==> src/asalu_pkg.sv <==
/*
 * Shared constants and operation codes for the add-and-shift datapath.
 * Assumes the instruction decoder drives these codes on the same clock.
 */
package asalu_pkg;
    localparam int unsigned DATA_W      = 8;
    localparam int unsigned PTR_W       = 16;
    localparam int unsigned LIT6_W      = 6;
    localparam int unsigned REG_ADDR_W  = 7;
    localparam int unsigned PTR_COUNT   = 2;
    localparam int unsigned NIBBLE_MSB  = 3;
    localparam logic [7:0]  ACC_RESET   = 8'h00;
    localparam logic [15:0] PTR_RESET   = 16'h0000;
    localparam logic        FLAG_RESET  = 1'b0;
    localparam logic        DEST_ACC    = 1'b0;
    localparam logic        DEST_REG    = 1'b1;

    typedef enum logic [2:0] {
        ASALU_OP_NONE,
        ASALU_OP_POINTER_ADD_LITERAL,
        ASALU_OP_AND_LITERAL_INTO_ACC,
        ASALU_OP_ADD_LITERAL_INTO_ACC,
        ASALU_OP_AND_ACC_WITH_REG,
        ASALU_OP_ADD_ACC_WITH_REG,
        ASALU_OP_ARITH_SHIFT_RIGHT,
        ASALU_OP_ADD_ACC_REG_CARRY
    } asalu_op_e;
endpackage : asalu_pkg

==> src/asalu_core.sv <==
/*
 * Datapath for pointer add, literal/register AND and ADD, add with carry
 * and arithmetic right shift, with carry, digit carry and zero flags.
 * Assumes the decoder presents one operation per cycle, and the register
 * file supplies the addressed register's value in the same cycle.
 */
//
// Contract
// - Pointer add sign-extends 6-bit literal, flags untouched.
// - Pointer sum wraps modulo 65536 silently.
// - AND literal into accumulator, zero only.
// - Add literal into accumulator; carry, digit, zero.
// - AND with register; zero only; destination select.
// - Add with register; carry, digit, zero; destination.
// - Shift right, keep bit 7, bit 0 to carry.
// - Shift updates carry and zero; destination select.
// - Add accumulator, register, carry; all three flags.
`timescale 1ns/1ps
`default_nettype none
module asalu_core (
    // Clock and reset
    input  wire logic                              clk_sys_i,
    input  wire logic                              reset_i,
    // Operation from the decoder
    input  wire logic                              op_valid_i,
    input  wire asalu_pkg::asalu_op_e              op_i,
    input  wire logic [asalu_pkg::DATA_W-1:0]      literal_i,
    input  wire logic [asalu_pkg::LIT6_W-1:0]      ptr_literal_i,
    input  wire logic                              ptr_sel_i,
    input  wire logic                              dest_sel_i,
    input  wire logic [asalu_pkg::REG_ADDR_W-1:0]  reg_addr_i,
    // Register file read data
    input  wire logic [asalu_pkg::DATA_W-1:0]      reg_rdata_i,
    // Register file write-back
    output logic                                   reg_we_o,
    output logic [asalu_pkg::REG_ADDR_W-1:0]       reg_waddr_o,
    output logic [asalu_pkg::DATA_W-1:0]           reg_wdata_o,
    // Architectural state
    output logic [asalu_pkg::DATA_W-1:0]           acc_o,
    output logic [asalu_pkg::PTR_W-1:0]            indirect_pointer0_o,
    output logic [asalu_pkg::PTR_W-1:0]            indirect_pointer1_o,
    output logic                                   carry_flag_o,
    output logic                                   digit_carry_flag_o,
    output logic                                   zero_flag_o
);
    import asalu_pkg::*;

    // ************************************************************
    // State
    // ************************************************************
    logic [DATA_W-1:0]     acc;
    logic [PTR_W-1:0]      ptr [PTR_COUNT];
    logic                  carry_flag;
    logic                  digit_carry_flag;
    logic                  zero_flag;
    logic                  reg_we;
    logic [REG_ADDR_W-1:0] reg_waddr;
    logic [DATA_W-1:0]     reg_wdata;

    // ************************************************************
    // Next values
    // ************************************************************
    logic [DATA_W-1:0]     next_acc;
    logic [PTR_W-1:0]      next_ptr [PTR_COUNT];
    logic                  next_carry_flag;
    logic                  next_digit_carry_flag;
    logic                  next_zero_flag;
    logic                  next_reg_we;
    logic [REG_ADDR_W-1:0] next_reg_waddr;
    logic [DATA_W-1:0]     next_reg_wdata;

    // ************************************************************
    // Next-state computation
    // ************************************************************
    // Operands and sums are built every cycle, valid or not;
    // the strobe only decides whether they are kept.
    // Only a 1-bit pointer select is decoded; a third pointer needs a wider one.
    logic [DATA_W-1:0]     operand_b;
    logic                  carry_in;
    logic [DATA_W:0]       sum;
    logic [NIBBLE_MSB+1:0] low_sum;
    logic [DATA_W-1:0]     result;
    logic                  is_add;
    logic                  is_logic;
    logic                  to_reg;
    logic [PTR_W-1:0]      ptr_offset;

    always_comb begin
        next_acc              = acc;
        next_ptr              = ptr;
        next_carry_flag       = carry_flag;
        next_digit_carry_flag = digit_carry_flag;
        next_zero_flag        = zero_flag;
        next_reg_we           = 1'b0;
        // Address tracks the decoder; the strobe alone qualifies it
        next_reg_waddr        = reg_addr_i;
        // Write data holds its last value between writes
        next_reg_wdata        = reg_wdata;
        is_add                = 1'b0;
        is_logic              = 1'b0;
        to_reg                = 1'b0;
        carry_in              = 1'b0;
        operand_b             = reg_rdata_i;
        result                = acc;

        // Literal operations other than pointer add always target the accumulator
        case (op_i)
            ASALU_OP_ADD_LITERAL_INTO_ACC,
            ASALU_OP_AND_LITERAL_INTO_ACC: operand_b = literal_i;
            default:                       operand_b = reg_rdata_i;
        endcase
        // Registered carry in, so a chain of these sees the previous op's carry
        if (op_i == ASALU_OP_ADD_ACC_REG_CARRY) begin
            carry_in = carry_flag;
        end

        // One shared adder; digit carry taken from a separate nibble sum
        sum     = {1'b0, acc} + {1'b0, operand_b} + {{DATA_W{1'b0}}, carry_in};
        low_sum = {1'b0, acc[NIBBLE_MSB:0]} + {1'b0, operand_b[NIBBLE_MSB:0]}
                  + {{(NIBBLE_MSB+1){1'b0}}, carry_in};

        // Literal is sign-extended; 16-bit add drops the carry so it wraps
        ptr_offset = {{(PTR_W-LIT6_W){ptr_literal_i[LIT6_W-1]}}, ptr_literal_i};

        if (op_valid_i) begin
            case (op_i)
                ASALU_OP_POINTER_ADD_LITERAL: begin
                    // Pointer add leaves every flag as it was
                    next_ptr[ptr_sel_i] = ptr[ptr_sel_i] + ptr_offset;
                end
                ASALU_OP_AND_LITERAL_INTO_ACC: begin
                    result   = acc & operand_b;
                    is_logic = 1'b1;
                end
                ASALU_OP_ADD_LITERAL_INTO_ACC: begin
                    result = sum[DATA_W-1:0];
                    is_add = 1'b1;
                end
                ASALU_OP_AND_ACC_WITH_REG: begin
                    result   = acc & operand_b;
                    is_logic = 1'b1;
                    to_reg   = (dest_sel_i == DEST_REG);
                end
                ASALU_OP_ADD_ACC_WITH_REG,
                ASALU_OP_ADD_ACC_REG_CARRY: begin
                    result = sum[DATA_W-1:0];
                    is_add = 1'b1;
                    to_reg = (dest_sel_i == DEST_REG);
                end
                ASALU_OP_ARITH_SHIFT_RIGHT: begin
                    result          = {reg_rdata_i[DATA_W-1], reg_rdata_i[DATA_W-1:1]};
                    // Digit carry is not touched by the shift
                    next_carry_flag = reg_rdata_i[0];
                    is_logic        = 1'b1;
                    to_reg          = (dest_sel_i == DEST_REG);
                end
                default: begin
                end
            endcase

            // Flag update is shared by every arithmetic and logic op
            if (is_add) begin
                next_carry_flag       = sum[DATA_W];
                next_digit_carry_flag = low_sum[NIBBLE_MSB+1];
            end
            if (is_add || is_logic) begin
                next_zero_flag = (result == '0);
                // A register destination leaves the accumulator as it was
                if (to_reg) begin
                    next_reg_we    = 1'b1;
                    next_reg_wdata = result;
                end else begin
                    next_acc = result;
                end
            end
        end
    end

    // ************************************************************
    // Registers
    // ************************************************************
    // Synchronous reset; every register runs on every edge
    always_ff @(posedge clk_sys_i) begin
        if (reset_i) begin
            acc              <= ACC_RESET;
            ptr[0]           <= PTR_RESET;
            ptr[1]           <= PTR_RESET;
            carry_flag       <= FLAG_RESET;
            digit_carry_flag <= FLAG_RESET;
            zero_flag        <= FLAG_RESET;
            reg_we           <= 1'b0;
            reg_waddr        <= '0;
            reg_wdata        <= ACC_RESET;
        end else begin
            acc              <= next_acc;
            ptr              <= next_ptr;
            carry_flag       <= next_carry_flag;
            digit_carry_flag <= next_digit_carry_flag;
            zero_flag        <= next_zero_flag;
            reg_we           <= next_reg_we;
            reg_waddr        <= next_reg_waddr;
            reg_wdata        <= next_reg_wdata;
        end
    end

    // ************************************************************
    // Outputs
    // ************************************************************
    // All outputs come straight from flops, so no input reaches them directly
    assign acc_o               = acc;
    assign indirect_pointer0_o = ptr[0];
    assign indirect_pointer1_o = ptr[1];
    assign carry_flag_o        = carry_flag;
    assign digit_carry_flag_o  = digit_carry_flag;
    assign zero_flag_o         = zero_flag;
    assign reg_we_o            = reg_we;
    assign reg_waddr_o         = reg_waddr;
    assign reg_wdata_o         = reg_wdata;
endmodule : asalu_core
`default_nettype wire

==> config.mk <==
export PLATFORM = sky130hd
export DESIGN_NAME = asalu_core
export DESIGN_NICKNAME = d
export VERILOG_FILES = /design/src/asalu_pkg.sv /design/src/asalu_core.sv
export SDC_FILE = /design/constraint.sdc
export NUM_CORES = 1
export LEC_CHECK = 0
export BUFFER_PORTS_ARGS = -buffer_cell sky130_fd_sc_hd__buf_2
export CAP_MARGIN = 15
export CORE_MARGIN = 2
export CORE_UTILIZATION = 54
export CTS_BUF_LIST = sky130_fd_sc_hd__clkbuf_8 sky130_fd_sc_hd__clkbuf_16
export DETAILED_ROUTE_END_ITERATION = 7
export GPL_ROUTABILITY_DRIVEN = 1
export PLACE_DENSITY = 0.86
export SLEW_MARGIN = 20
export SYNTH_ARGS = -nofsm -noshare
export SYNTH_HDL_FRONTEND = slang
export SYNTH_SLANG_ARGS = --single-unit
==> constraint.sdc <==
create_clock -name clk_sys_i -period 4.5 [get_ports clk_sys_i]
set_input_delay 0.45 -clock clk_sys_i [delete_from_list [all_inputs] [get_ports clk_sys_i]]
set_output_delay 0.45 -clock clk_sys_i [all_outputs]
set_load 0.02 [all_outputs]
Yosys cells after proc, flatten, opt, wreduce, memory -nomap -nowiden
Cells that the tools add are included.
{"block": "word_totals", "regBits": 59, "inputBits": 37, "out_inout_bits": 59, "word_cells": 63}
{"block": "classes", "n_addsub": 5, "n_lt_le_gt_ge": 2, "n_eq_ne": 7, "muxes": 19, "n_bitwise": 5, "n_reduce_logical": 16}
{"cell": "two-way mux 16 bit", "count": 4}
{"cell": "bitwise mux 32 bit", "count": 1}
{"cell": "case mux 8 bit (3 select lines)", "count": 1}
{"cell": "adder 16 bit", "count": 1}
{"cell": "demux 16 bit (select 1 bit)", "count": 1}
{"cell": "two-way mux 8 bit", "count": 2}
{"cell": "equality test 3 bit, second input constant", "count": 4}
{"cell": "two-way mux 1 bit", "count": 10}
{"cell": "adder 8 x 8 -> 9 bit", "count": 1}
{"cell": "adder 9 x 1 -> 9 bit", "count": 1}
{"cell": "OR reduction 3 bit", "count": 3}
{"cell": "bitwise AND 8 bit", "count": 1}
{"cell": "logical NOT 8 bit", "count": 1}
{"cell": "AND reduction 2 bit", "count": 4}
{"cell": "equality test 3 x 2 -> 1 bit, second input constant", "count": 2}
{"cell": "AND reduction 3 bit", "count": 2}
{"cell": "adder 4 x 4 -> 5 bit", "count": 1}
{"cell": "adder 5 x 1 -> 5 bit", "count": 1}
{"cell": "OR reduction 2 bit", "count": 2}
{"cell": "OR reduction 4 bit", "count": 1}
{"cell": "equality test 3 x 1 -> 1 bit, second input constant", "count": 1}
{"cell": "inverter 1 bit", "count": 3}
{"cell": ">= comparator 2 bit, second input constant", "count": 1}
{"cell": "< comparator 2 x 1 -> 1 bit, second input constant", "count": 1}
{"cell": "other kinds (4)", "count": 4}

Longest topological paths before layout
Gate-level depths: netlist of the first run.
{"block": "logic_depth", "word_depth": 8, "mapped_depth": 15, "depth_no_buf": 11}

Worst setup path before layout of the first run
No wires, ideal clock.
{"block": "synth_path", "path_type": "input to register", "from": "in op_i[2]", "to": "reg zero_flag, in the netlist zero_flag_o", "setup_ns": 0.060, "arrival_time_ns": 3.210, "required_time_ns": 4.440, "setup_slack_ns": 1.230, "path_stages": 15, "n_path_buf": 4, "cell_sequence": "buf_2 -> buf_4 -> buf_4 -> nor2b_1 -> buf_2 -> mux2_2 -> inv_1 -> fa_1 -> fa_1 -> nand2b_1 -> nand3_1 -> o21ai_0 -> mux2_2 -> nor4bb_1 -> a41o_1"}
{"block": "synth_between", "elab_chain_cells": 8, "word_cells_on_any_way": 24, "cone_classes": "add/sub: 2; eq/ne: 6; mux: 8; bitwise: 1; reduce/logical: 7"}
{"element": "start: declaration", "line_no": "asalu_core.sv:26", "text": "input wire asalu_pkg::asalu_op_e op_i,"}
{"element": "equality test 3 x 2 -> 1 bit", "line_no": "asalu_core.sv:107, asalu_core.sv:126"}
{"element": "OR reduction 2 bit", "line_no": "asalu_core.sv:107", "text": "case (op_i)"}
{"element": "two-way mux 8 bit", "line_no": "asalu_core.sv:107"}
{"element": "adder 8 x 8 -> 9 bit", "line_no": "asalu_core.sv:118", "text": "sum = {1'b0, acc} + {1'b0, operand_b} + {{DATA_W{1'b0}}, carry_in};"}
{"element": "adder 9 x 1 -> 9 bit", "line_no": "asalu_core.sv:118"}
{"element": "case mux 8 bit (3 select lines)", "line_no": "asalu_core.sv:126", "text": "case (op_i)"}
{"element": "two-way mux 8 bit", "line_no": "asalu_core.sv:125", "text": "if (op_valid_i) begin"}
{"element": "logical NOT 8 bit", "line_no": "asalu_core.sv:167", "text": "next_zero_flag = (result == '0);"}
{"element": "end signal: assignment", "line_no": "asalu_core.sv:199", "text": "zero_flag <= next_zero_flag;"}
{"element": "end: declaration", "line_no": "asalu_core.sv:55", "text": "logic zero_flag;"}
Parallel ways exist; a longest one is shown, timed or not. The select of a mux whose other input is x is not followed.
A chain may end at the register's enable or synchronous reset.

Worst setup path after layout of the first run
Same ends and word-level chain as after synthesis.

==> flow_summary.toml, run 1 <==
[cts]
clockBufferDepth = 2
ctsHtreeMaxLevel = 3
cts.clk_slew.worst_paths_ns = 0.07
cts_hold_repair.buffers = 0
clockRootBuffer = "clkbuf_8"
cts-resized-gates = 0
cts_buffers = 9
postCtsSetupBuffers = 0
cts_tree = "yes"
clk_latency_ns = 0.33
clock_sinks = 59

[sta]
relSlewSlack_pct = 42.67
max_freq_mhz = 316.4
tns_ns = 0
hold_slack_ns = 0.3277
rsz0062_at_grt = "no"
drv_slew = 0
setup_viol = 0
tightest_slew_ns = 0.8600
timing.final.crit_period_ns = 3.161
worst_slack_ns = 1.339
hold_viol = 0
fin_crit_sh_pct = 70.24
fin_skew_ns = 0.009294

[routing]
via_count = 3796
routed_wl_mm = 10.05
drtIter0Drc = 227
wl_per_cell_um = 15.41
via_per_inst = 5.822
dr.pass1.iters = 5
drc = 0
drtAntennaViolNets = 0

[worst_setup_path]
r2r_slack_ns = 1.83
start_kind = "primary input"
required_ns = 4.78
r2r_end = "indirect_pointer0_o[12]$_SDFFE_PP0P_"
rr_worst_depth = 10
path_class = "in2reg"
cp_max_fo = 26
crit_path_start = "op_i[2]"
arrival_ns = 3.44
r2r_start = "indirect_pointer0_o[0]$_SDFFE_PP0P_"
end_kind = "flop"

[floorplan]
start_util_pct = 56.58
die_y_um = 88.84
core_area_um2 = 6869
rows = 30
die-area_um2 = 7892
ioPinCount = 96
die_w_um = 88.84

[worst_hold_path]
min_to = "reg_waddr_o[2]$_SDFF_PP0_"
hold_class = "in2reg"
min_from = "reg_addr_i[2]"
hold-path-cell-count = 2

[run_status]
status = "complete, no violations"

[layout]
final_cell_area_um2 = 4597
syn_to_final_growth_pct = 18.29
nets = 616
fin_util_pct = 66.92
fillCellCount = 600
layout-drive-gt1-share_pct = 26.26
n_antenna_cell = 0
final_cells = 652

[logic_synthesis]
synth-main-ff-cell = "dfxtp_1"
syn-num-nets = 531
synth_cell_type_count = 59
avgSynthCellArea_um2 = 8.304
syn_inst = 468
synth_edf_count = 0
synth-async-reset-ratio_pct = 0
syn_area_um2 = 3886
synth_seq_cells = 59
ys_top_cells_by_area = "dfxtp_1 (30%), ha_1 (7.4%), mux2_2 (6.7%), a21oi_1 (5.7%), a211oi_1 (4.1%)"
yosysWarnings = 0
synth_top_area_share_pct = 30.39
ys_seq_area_share_pct = 30.39
yosys.area.top_type = "dfxtp_1"

[grt]
overflow = 0
grt_pass1_vias = 3586
grt_usage_pct = 26.02
antenna_found_initial = 0
grt_pass1_wl_mm = 16.28
grt_max_degree = 56

[placement]
gp_congestion = 0.9285
dpl.cell_count = 638
dpl_cell_area_um2 = 4407
post-place-ws_ns = 1.008
hpwl_mm = 7.437
io_buffers = 95

[run]
drv_cap = 0

[power_and_ir_drop]
power.density_nw_per_um2 = 279.2
leakage_nw = 2.026
p_total_mw = 1.283
irDropWorstVdd_v = 0.0001966
-- flip-flops by register name, summed over array words and instances (netlist names) --
register	cells
zero_flag_o	1
reg_wdata_o	8
indirect_pointer1_o	16
reg_we_o	1
carry_flag_o	1
reg_waddr_o	7
digit_carry_flag_o	1
indirect_pointer0_o	16
acc_o	8
-- how the worst max path moves through the flow --
stage                     cells past startpoint  slack (ns)                        to
after CTS                                    13        1.36  zero_flag_o$_SDFFE_PP0P_
after detailed placement                     13        1.01  zero_flag_o$_SDFFE_PP0P_
after floorplan                              15        1.23  zero_flag_o$_SDFFE_PP0P_
after global routing                         13        1.04  zero_flag_o$_SDFFE_PP0P_
final                                        13        1.34  zero_flag_o$_SDFFE_PP0P_
after global placement                       13        1.11  zero_flag_o$_SDFFE_PP0P_
-- cell families after synthesis --
kind of cell	after synthesis	share of synthesized area, %
flip-flops	59	30.39
AO/OA/AOI/OAI	132	22.99
multiplexers	30	8.468
AND/OR/NAND/NOR	167	21.96
adder cells (fa/ha/maj)	27	9.208
XOR/XNOR	10	2.254
buffers and inverters	43	4.733
-- Yosys cell counts (2+ instances only) --
cell	instances
and3b_1	2
and2_1	2
and3_1	2
dfxtp_1	59
nor3b_1	3
o21bai_1	3
a2111oi_0	2
a211oi_1	21
or3_1	3
o311ai_1	2
fa_1	3
xor2_1	5
nand2b_1	7
nor4_1	2
o21ai_0	18
inv_1	15
nand3_1	14
nor3_1	8
nor2b_1	15
o31ai_1	3
mux2_2	23
nand4_1	9
nand3b_1	10
o21a_1	7
nand2_1	41
clkbuf_1	13
buf_2	12
a21oi_1	44
a31oi_1	4
a21boi_0	2
nor2_1	39
a21o_1	4
o31a_1	2
nand4b_1	3
buf_4	2
ha_1	23
a2111o_1	2
a311o_1	4
xnor2_1	5
a211oi_2	2
mux2i_1	7
or4_1	2
o211ai_1	3
-- critical path, cell delays in order --
cell	delay [ns]
buf_2	0.35
nor2b_1	0.09
buf_4	0.19
mux2_2	0.24
inv_1	0.05
fa_1	0.42
fa_1	0.38
nand2b_1	0.20
nand3_1	0.09
o21ai_0	0.08
mux2_2	0.31
nor4bb_1	0.37
a41o_1	0.21
-- layout make-up --
cell class	instances	area, um2	area share, %
multi-input combinational	366	2521	54.84
sequential	59	1181	25.69
timing repair buffer	102	528.0	11.49
clock buffer	10	137.6	2.994
tap	96	120.1	2.613
inverter	15	56.30	1.225
clock inverter	4	52.55	1.143
-- cell usage in the layout, fill, tap and decap left out, drive strengths merged, types with 3 or more instances in the layout --
master and count:
a311o 4, ha 23, fa 3, a21oi 45, o21ai 18, mux2i 7, nor2 40, nor3b 3
xor2 5, o21a 7, a31oi 4, dfxtp 59, buf 102, nand3 14, o211ai 3, clkbuf 10
nor3 8, mux2 23, clkinvlp 3, nand2 41, nand3b 10, or3 3, nand2b 7, a21o 4
nand4 9, xnor2 5, a211oi 23, o31ai 3, nor2b 15, a2111oi 3, nand4b 3, o21bai 3
inv 15
-- per-layer routing --
layer  GRT usage, %  vias up  wire length, um
li1               -     1887                -
met1          32.78     1766             4472
met2          43.76      133             4729
met3          6.810       10              756
met4          7.576        0               91
met5              0        -                0
-- report_power, final --
part | leakage (nW) | internal (mW) | total [mW] | switching, mW
combinational | 1.46 | 0.104 | 0.264 | 0.160
clock | 0.0865 | 0.264 | 0.465 | 0.201
sequential | 0.481 | 0.541 | 0.555 | 0.0136
No activity file was read; power rests on OpenSTA's default activity.
==> inputs of run 2 (changes only) <==
- CORE_UTILIZATION: 54 -> 49
- PLACE_DENSITY: 0.86 -> 0.82
- clock period: 4.5 -> 2.8 ns (I/O delays scaled with it)
==> flow_summary.toml, run 2 (synthesis gave the netlist of run 1 again) <==
[worst_hold_path]
hold_class = "in2reg"

[grt]
grt_pass1_vias = 3821
grt_usage_pct = 25.21
grt_pass1_wl_mm = 17.66
antenna_found_initial = 0
grt_max_degree = 46
overflow = 0

[floorplan]
rows = 32
die-area_um2 = 8659
core_area_um2 = 7687
die_y_um = 93.06
ioPinCount = 96
die_w_um = 93.06
start_util_pct = 50.55

[sta]
relSlewSlack_pct = 54.50
fin_skew_ns = 0.007222
hold_viol = 0
drv_slew = 0
fin_crit_sh_pct = 93.74
tightest_slew_ns = 0.6825
worst_slack_ns = 0.1753
hold_slack_ns = 0.1484
rsz0062_at_grt = "no"
tns_ns = 0
timing.final.crit_period_ns = 2.625
max_freq_mhz = 381.0
setup_viol = 0

[run_status]
status = "complete, no violations"

[layout]
layout_common_cells = "buf_2 (95), dfxtp_1 (59), a21oi_1 (43)"
final_cell_area_um2 = 4733
syn_to_final_growth_pct = 21.80
fillCellCount = 722
nets = 627
final_common_cell = "buf_2"
n_antenna_cell = 0
layout-drive-gt1-share_pct = 28.35

[routing]
drc = 0
via_count = 3863
drtIter0Drc = 171
via_per_inst = 5.766
dr.pass1.iters = 5
drtAntennaViolNets = 0
wl_per_cell_um = 15.70
routed_wl_mm = 10.52

[cts]
clock_sinks = 59
cts-resized-gates = 0
clockBufferDepth = 2
cts_tree = "yes"
cts_buffers = 9
cts.clk_slew.worst_paths_ns = 0.07
clk_latency_ns = 0.34
clockRootBuffer = "clkbuf_8"
ctsHtreeMaxLevel = 3

[power_and_ir_drop]
leakage_nw = 2.120
switching_share_pct = 29.44
power.share.clock_pct = 36.8
irDropWorstVdd_v = 0.0003314
seq_power_share_pct = 41.9
internal_power_mw = 1.504
pwr-share-comb_pct = 21.4
power.density_nw_per_um2 = 450.3
switchingPower_mw = 0.6276

[worst_setup_path]
path_class = "reg2reg"
start_kind = "flop"
cp_max_fo = 3
end_kind = "flop"
arrival_ns = 2.89
required_ns = 3.06

[placement]
io_buffers = 95
post-place-ws_ns = 0.007250
hpwl_mm = 7.637
gp_congestion = 0.9334
dpl_cell_area_um2 = 4539

[run]
drv_cap = 0
[run 2: changes by cell type in the layout (fill, tap and decap cells not counted), moves of 2 or more]
cell / previous run / this run
o21ai_1: 0 / 2
clkinvlp_4: 3 / 0
buf_4: 7 / 17
mux2_4: 0 / 2
o21ai_0: 18 / 16
mux2_2: 23 / 21
fa_2: 0 / 2
fa_1: 3 / 1
inv_1: 15 / 17
[run 2: what timing repair did]
action / 4_1_cts / 5_1_grt
setup endpoints to repair: 0 / 1
setup buffers: 0 / 0
endpoints found under the hold margin: 0 / 0
hold buffers: 0 / 0
[run 2: through the flow]
stage,power [mW],cells,util [%]
final,2.131,670,61.57
after global routing,2.224,670,61.57
after CTS,2.142,670,61.57
after detailed placement,1.358,655,59.05
after global placement,1.342,655,59.05
after floorplan,1.223,468,-
[run 2: worst paths after layout]
kind | startpoint | endpoint | slack (ns) | depth (start not counted)
worst min-delay path | reg_addr_i[0] | reg_waddr_o[0]$_SDFF_PP0_ | 0.15 | 2
worst min register to register | indirect_pointer0_o[3]$_SDFFE_PP0P_ | indirect_pointer0_o[3]$_SDFFE_PP0P_ | 0.46 | 2
worst max register to register | indirect_pointer1_o[0]$_SDFFE_PP0P_ | indirect_pointer0_o[12]$_SDFFE_PP0P_ | 0.18 | 10
worst max-delay path | indirect_pointer1_o[0]$_SDFFE_PP0P_ | indirect_pointer0_o[12]$_SDFFE_PP0P_ | 0.18 | 10
[run 2: critical path: stages, from the launching register on]
cell and delay [ns]:
dfxtp_1 0.36, mux2_2 0.16, ha_1 0.15, inv_1 0.05, fa_1 0.39, and2b_1 0.25
o2111ai_2 0.16, a31o_1 0.27, a2111oi_2 0.30, and3b_1 0.25, a211oi_2 0.21
[run 2: power groups by stage]
stage	combinational, mW	clock [mW]	sequential [mW]
2_1_floorplan	0.280	0	0.943
3_3_place_gp	0.433	0	0.910
3_5_place_dp	0.448	0	0.910
4_1_cts	0.451	0.799	0.892
5_1_grt	0.500	0.828	0.895
6_report	0.455	0.784	0.892
[run 2: layout make-up]
class                           count  area [um2]  share of cell area (%)
Clock buffer                       11       151.4                   3.199
Clock inverter                      4       42.54                  0.8988
Inverter                           15       56.30                   1.190
Multi-Input combinational cell    366        2551                   53.90
Sequential cell                    59        1181                   24.95
Tap cell                          102       127.6                   2.696
Timing Repair Buffer              113       623.1                   13.16
[run 2: metal layers]
layer	vias up	track usage (%)	part of all wire (%)	routed length [um]
met5	-	0	0	0
met1	1825	32.27	45	4718
met4	0	12.50	2.2	228
li1	1909	-	-	-
met2	105	40.94	48	5016
met3	24	4.432	5.3	555
==> inputs of run 3 (changes only) <==
- CORE_ASPECT_RATIO: not set -> 0.75
- CORE_UTILIZATION: 49 -> 54
- PLACE_DENSITY: 0.82 -> 0.86
- clock period: 2.8 -> 3 ns (I/O delays scaled with it)
==> flow_summary.toml, run 3 (synthesis gave the netlist of run 1 again) <==
[grt]
antenna_found_initial = 0
grt_pass1_wl_mm = 17.12
grt_usage_pct = 27.18
overflow = 0
grt_max_degree = 61
grt_pass1_vias = 3656

[floorplan]
die_y_um = 77.47
core_area_um2 = 6897
die-area_um2 = 7898
rows = 26
ioPinCount = 96
die_w_um = 102.0
start_util_pct = 56.35

[sta]
max_freq_mhz = 358.4
rsz0062_at_grt = "no"
drv_slew = 0
relSlewSlack_pct = 34.75
hold_viol = 0
fin_skew_ns = 0.01008
setup_viol = 0
fin_crit_sh_pct = 93.02
tns_ns = 0
timing.final.crit_period_ns = 2.790
tightest_slew_ns = 0.9787

[run]
drv_cap = 0

[routing]
drc = 0
drtAntennaViolNets = 0
via_count = 3948
via_per_inst = 5.964
wl_per_cell_um = 15.81
dr.pass1.iters = 5
drtIter0Drc = 229
routed_wl_mm = 10.46

[cts]
clk_latency_ns = 0.35
clock_sinks = 59
cts_buffers = 9
cts-resized-gates = 0
clockBufferDepth = 2
cts.clk_slew.worst_paths_ns = 0.07
cts_tree = "yes"
cts_hold_repair.buffers = 0
ctsHtreeMaxLevel = 3
clockRootBuffer = "clkbuf_8"
postCtsSetupBuffers = 0

[power_and_ir_drop]
leakage_nw = 2.077
power.density_nw_per_um2 = 423.7
irDropWorstVdd_v = 0.0002993

[placement]
gp_congestion = 0.9091
io_buffers = 95
hpwl_mm = 7.657
dpl.cell_count = 646

[worst_setup_path]
end_kind = "flop"
cp_max_fo = 4
r2r_start = "indirect_pointer0_o[0]$_SDFFE_PP0P_"
r2r_slack_ns = 0.21
arrival_ns = 3.06
path_cells = "mux2_2 > ha_1 > inv_1 > fa_1 > and2b_1 > o2111ai_2 > a31o_1 > a2111oi_2 > and3b_1 > a211oi_2"
required_ns = 3.27
start_kind = "flop"
critPathSlowestCell = "fa_1"
path_class = "reg2reg"
critPathBufInv = 1
rr_worst_depth = 10
path_delay_family = "compound AO/OA/AOI/OAI gates"
r2r_end = "indirect_pointer0_o[12]$_SDFFE_PP0P_"
slowest_delay_ns = 0.41

[layout]
fin_util_pct = 67.71
layout-drive-gt1-share_pct = 27.84
final_common_cell = "buf_2"
layout_common_cells = "buf_2 (95), dfxtp_1 (59), a21oi_1 (43)"
nets = 622
final_cells = 662
fillCellCount = 582
syn_to_final_growth_pct = 20.15
n_antenna_cell = 0

[worst_hold_path]
hold-path-cell-count = 2
min_from = "reg_addr_i[3]"
min_to = "reg_waddr_o[3]$_SDFF_PP0_"
hold_class = "in2reg"

[run_status]
status = "complete, no violations"
-- run 3: cell types whose count changed in the layout (fill, tap and decap cells not counted), sizes merged --
cell,before,now
clkinvlp,0,1
inv,17,16
buf,113,108
clkinv,1,4
clkbuf,11,9
-- run 3: routing by layer --
layer  up-vias  track usage [%]  wire length (um)
met5         -                0                 0
met4         0            9.733               220
met3        26            7.117               817
met2       162            42.17              4732
met1      1853            36.39              4694
li1       1907                -                 -
-- run 3: power by group --
part | total [mW] | internal (mW) | switching [mW]
clock | 0.733 | 0.388 | 0.345
combinational | 0.413 | 0.166 | 0.247
sequential | 0.832 | 0.811 | 0.0211
total | 1.98 | 1.36 | 0.614
-- run 3: worst max path at each step --
stage | start | end | depth (start not counted)
2_1_floorplan | ptr_sel_i | indirect_pointer0_o[12]$_SDFFE_PP0P_ | 10
3_3_place_gp | op_i[1] | zero_flag_o$_SDFFE_PP0P_ | 12
3_5_place_dp | ptr_sel_i | indirect_pointer0_o[12]$_SDFFE_PP0P_ | 11
4_1_cts | indirect_pointer1_o[0]$_SDFFE_PP0P_ | indirect_pointer0_o[12]$_SDFFE_PP0P_ | 10
5_1_grt | indirect_pointer0_o[0]$_SDFFE_PP0P_ | indirect_pointer0_o[12]$_SDFFE_PP0P_ | 10
6_report | indirect_pointer0_o[0]$_SDFFE_PP0P_ | indirect_pointer0_o[12]$_SDFFE_PP0P_ | 10
-- run 3: final cells by class --
type / instances / area, um2 / share of cell area, %
multi-input combinational: 366 / 2535 / 54.29
sequential: 59 / 1181 / 25.29
timing repair buffer: 108 / 573.1 / 12.27
clock buffer: 9 / 123.9 / 2.653
tap: 98 / 122.6 / 2.626
clock inverter: 7 / 77.57 / 1.661
inverter: 15 / 56.30 / 1.206
-- run 3: per-stage QoR --
stage | setup WS, ns | cell area [um2] | hold slack [ns] | power [mW]
after CTS | 0.2508 | 4669 | 0.1460 | 1.986
after global routing | 0.1511 | 4669 | 0.1431 | 2.072
after global placement | 0.1842 | 4468 | 0.4524 | 1.239
after floorplan | 0.003983 | 3909 | 0.4282 | 1.135
after detailed placement | 0.1027 | 4468 | 0.4598 | 1.254
final | 0.2095 | 4669 | 0.1551 | 1.979
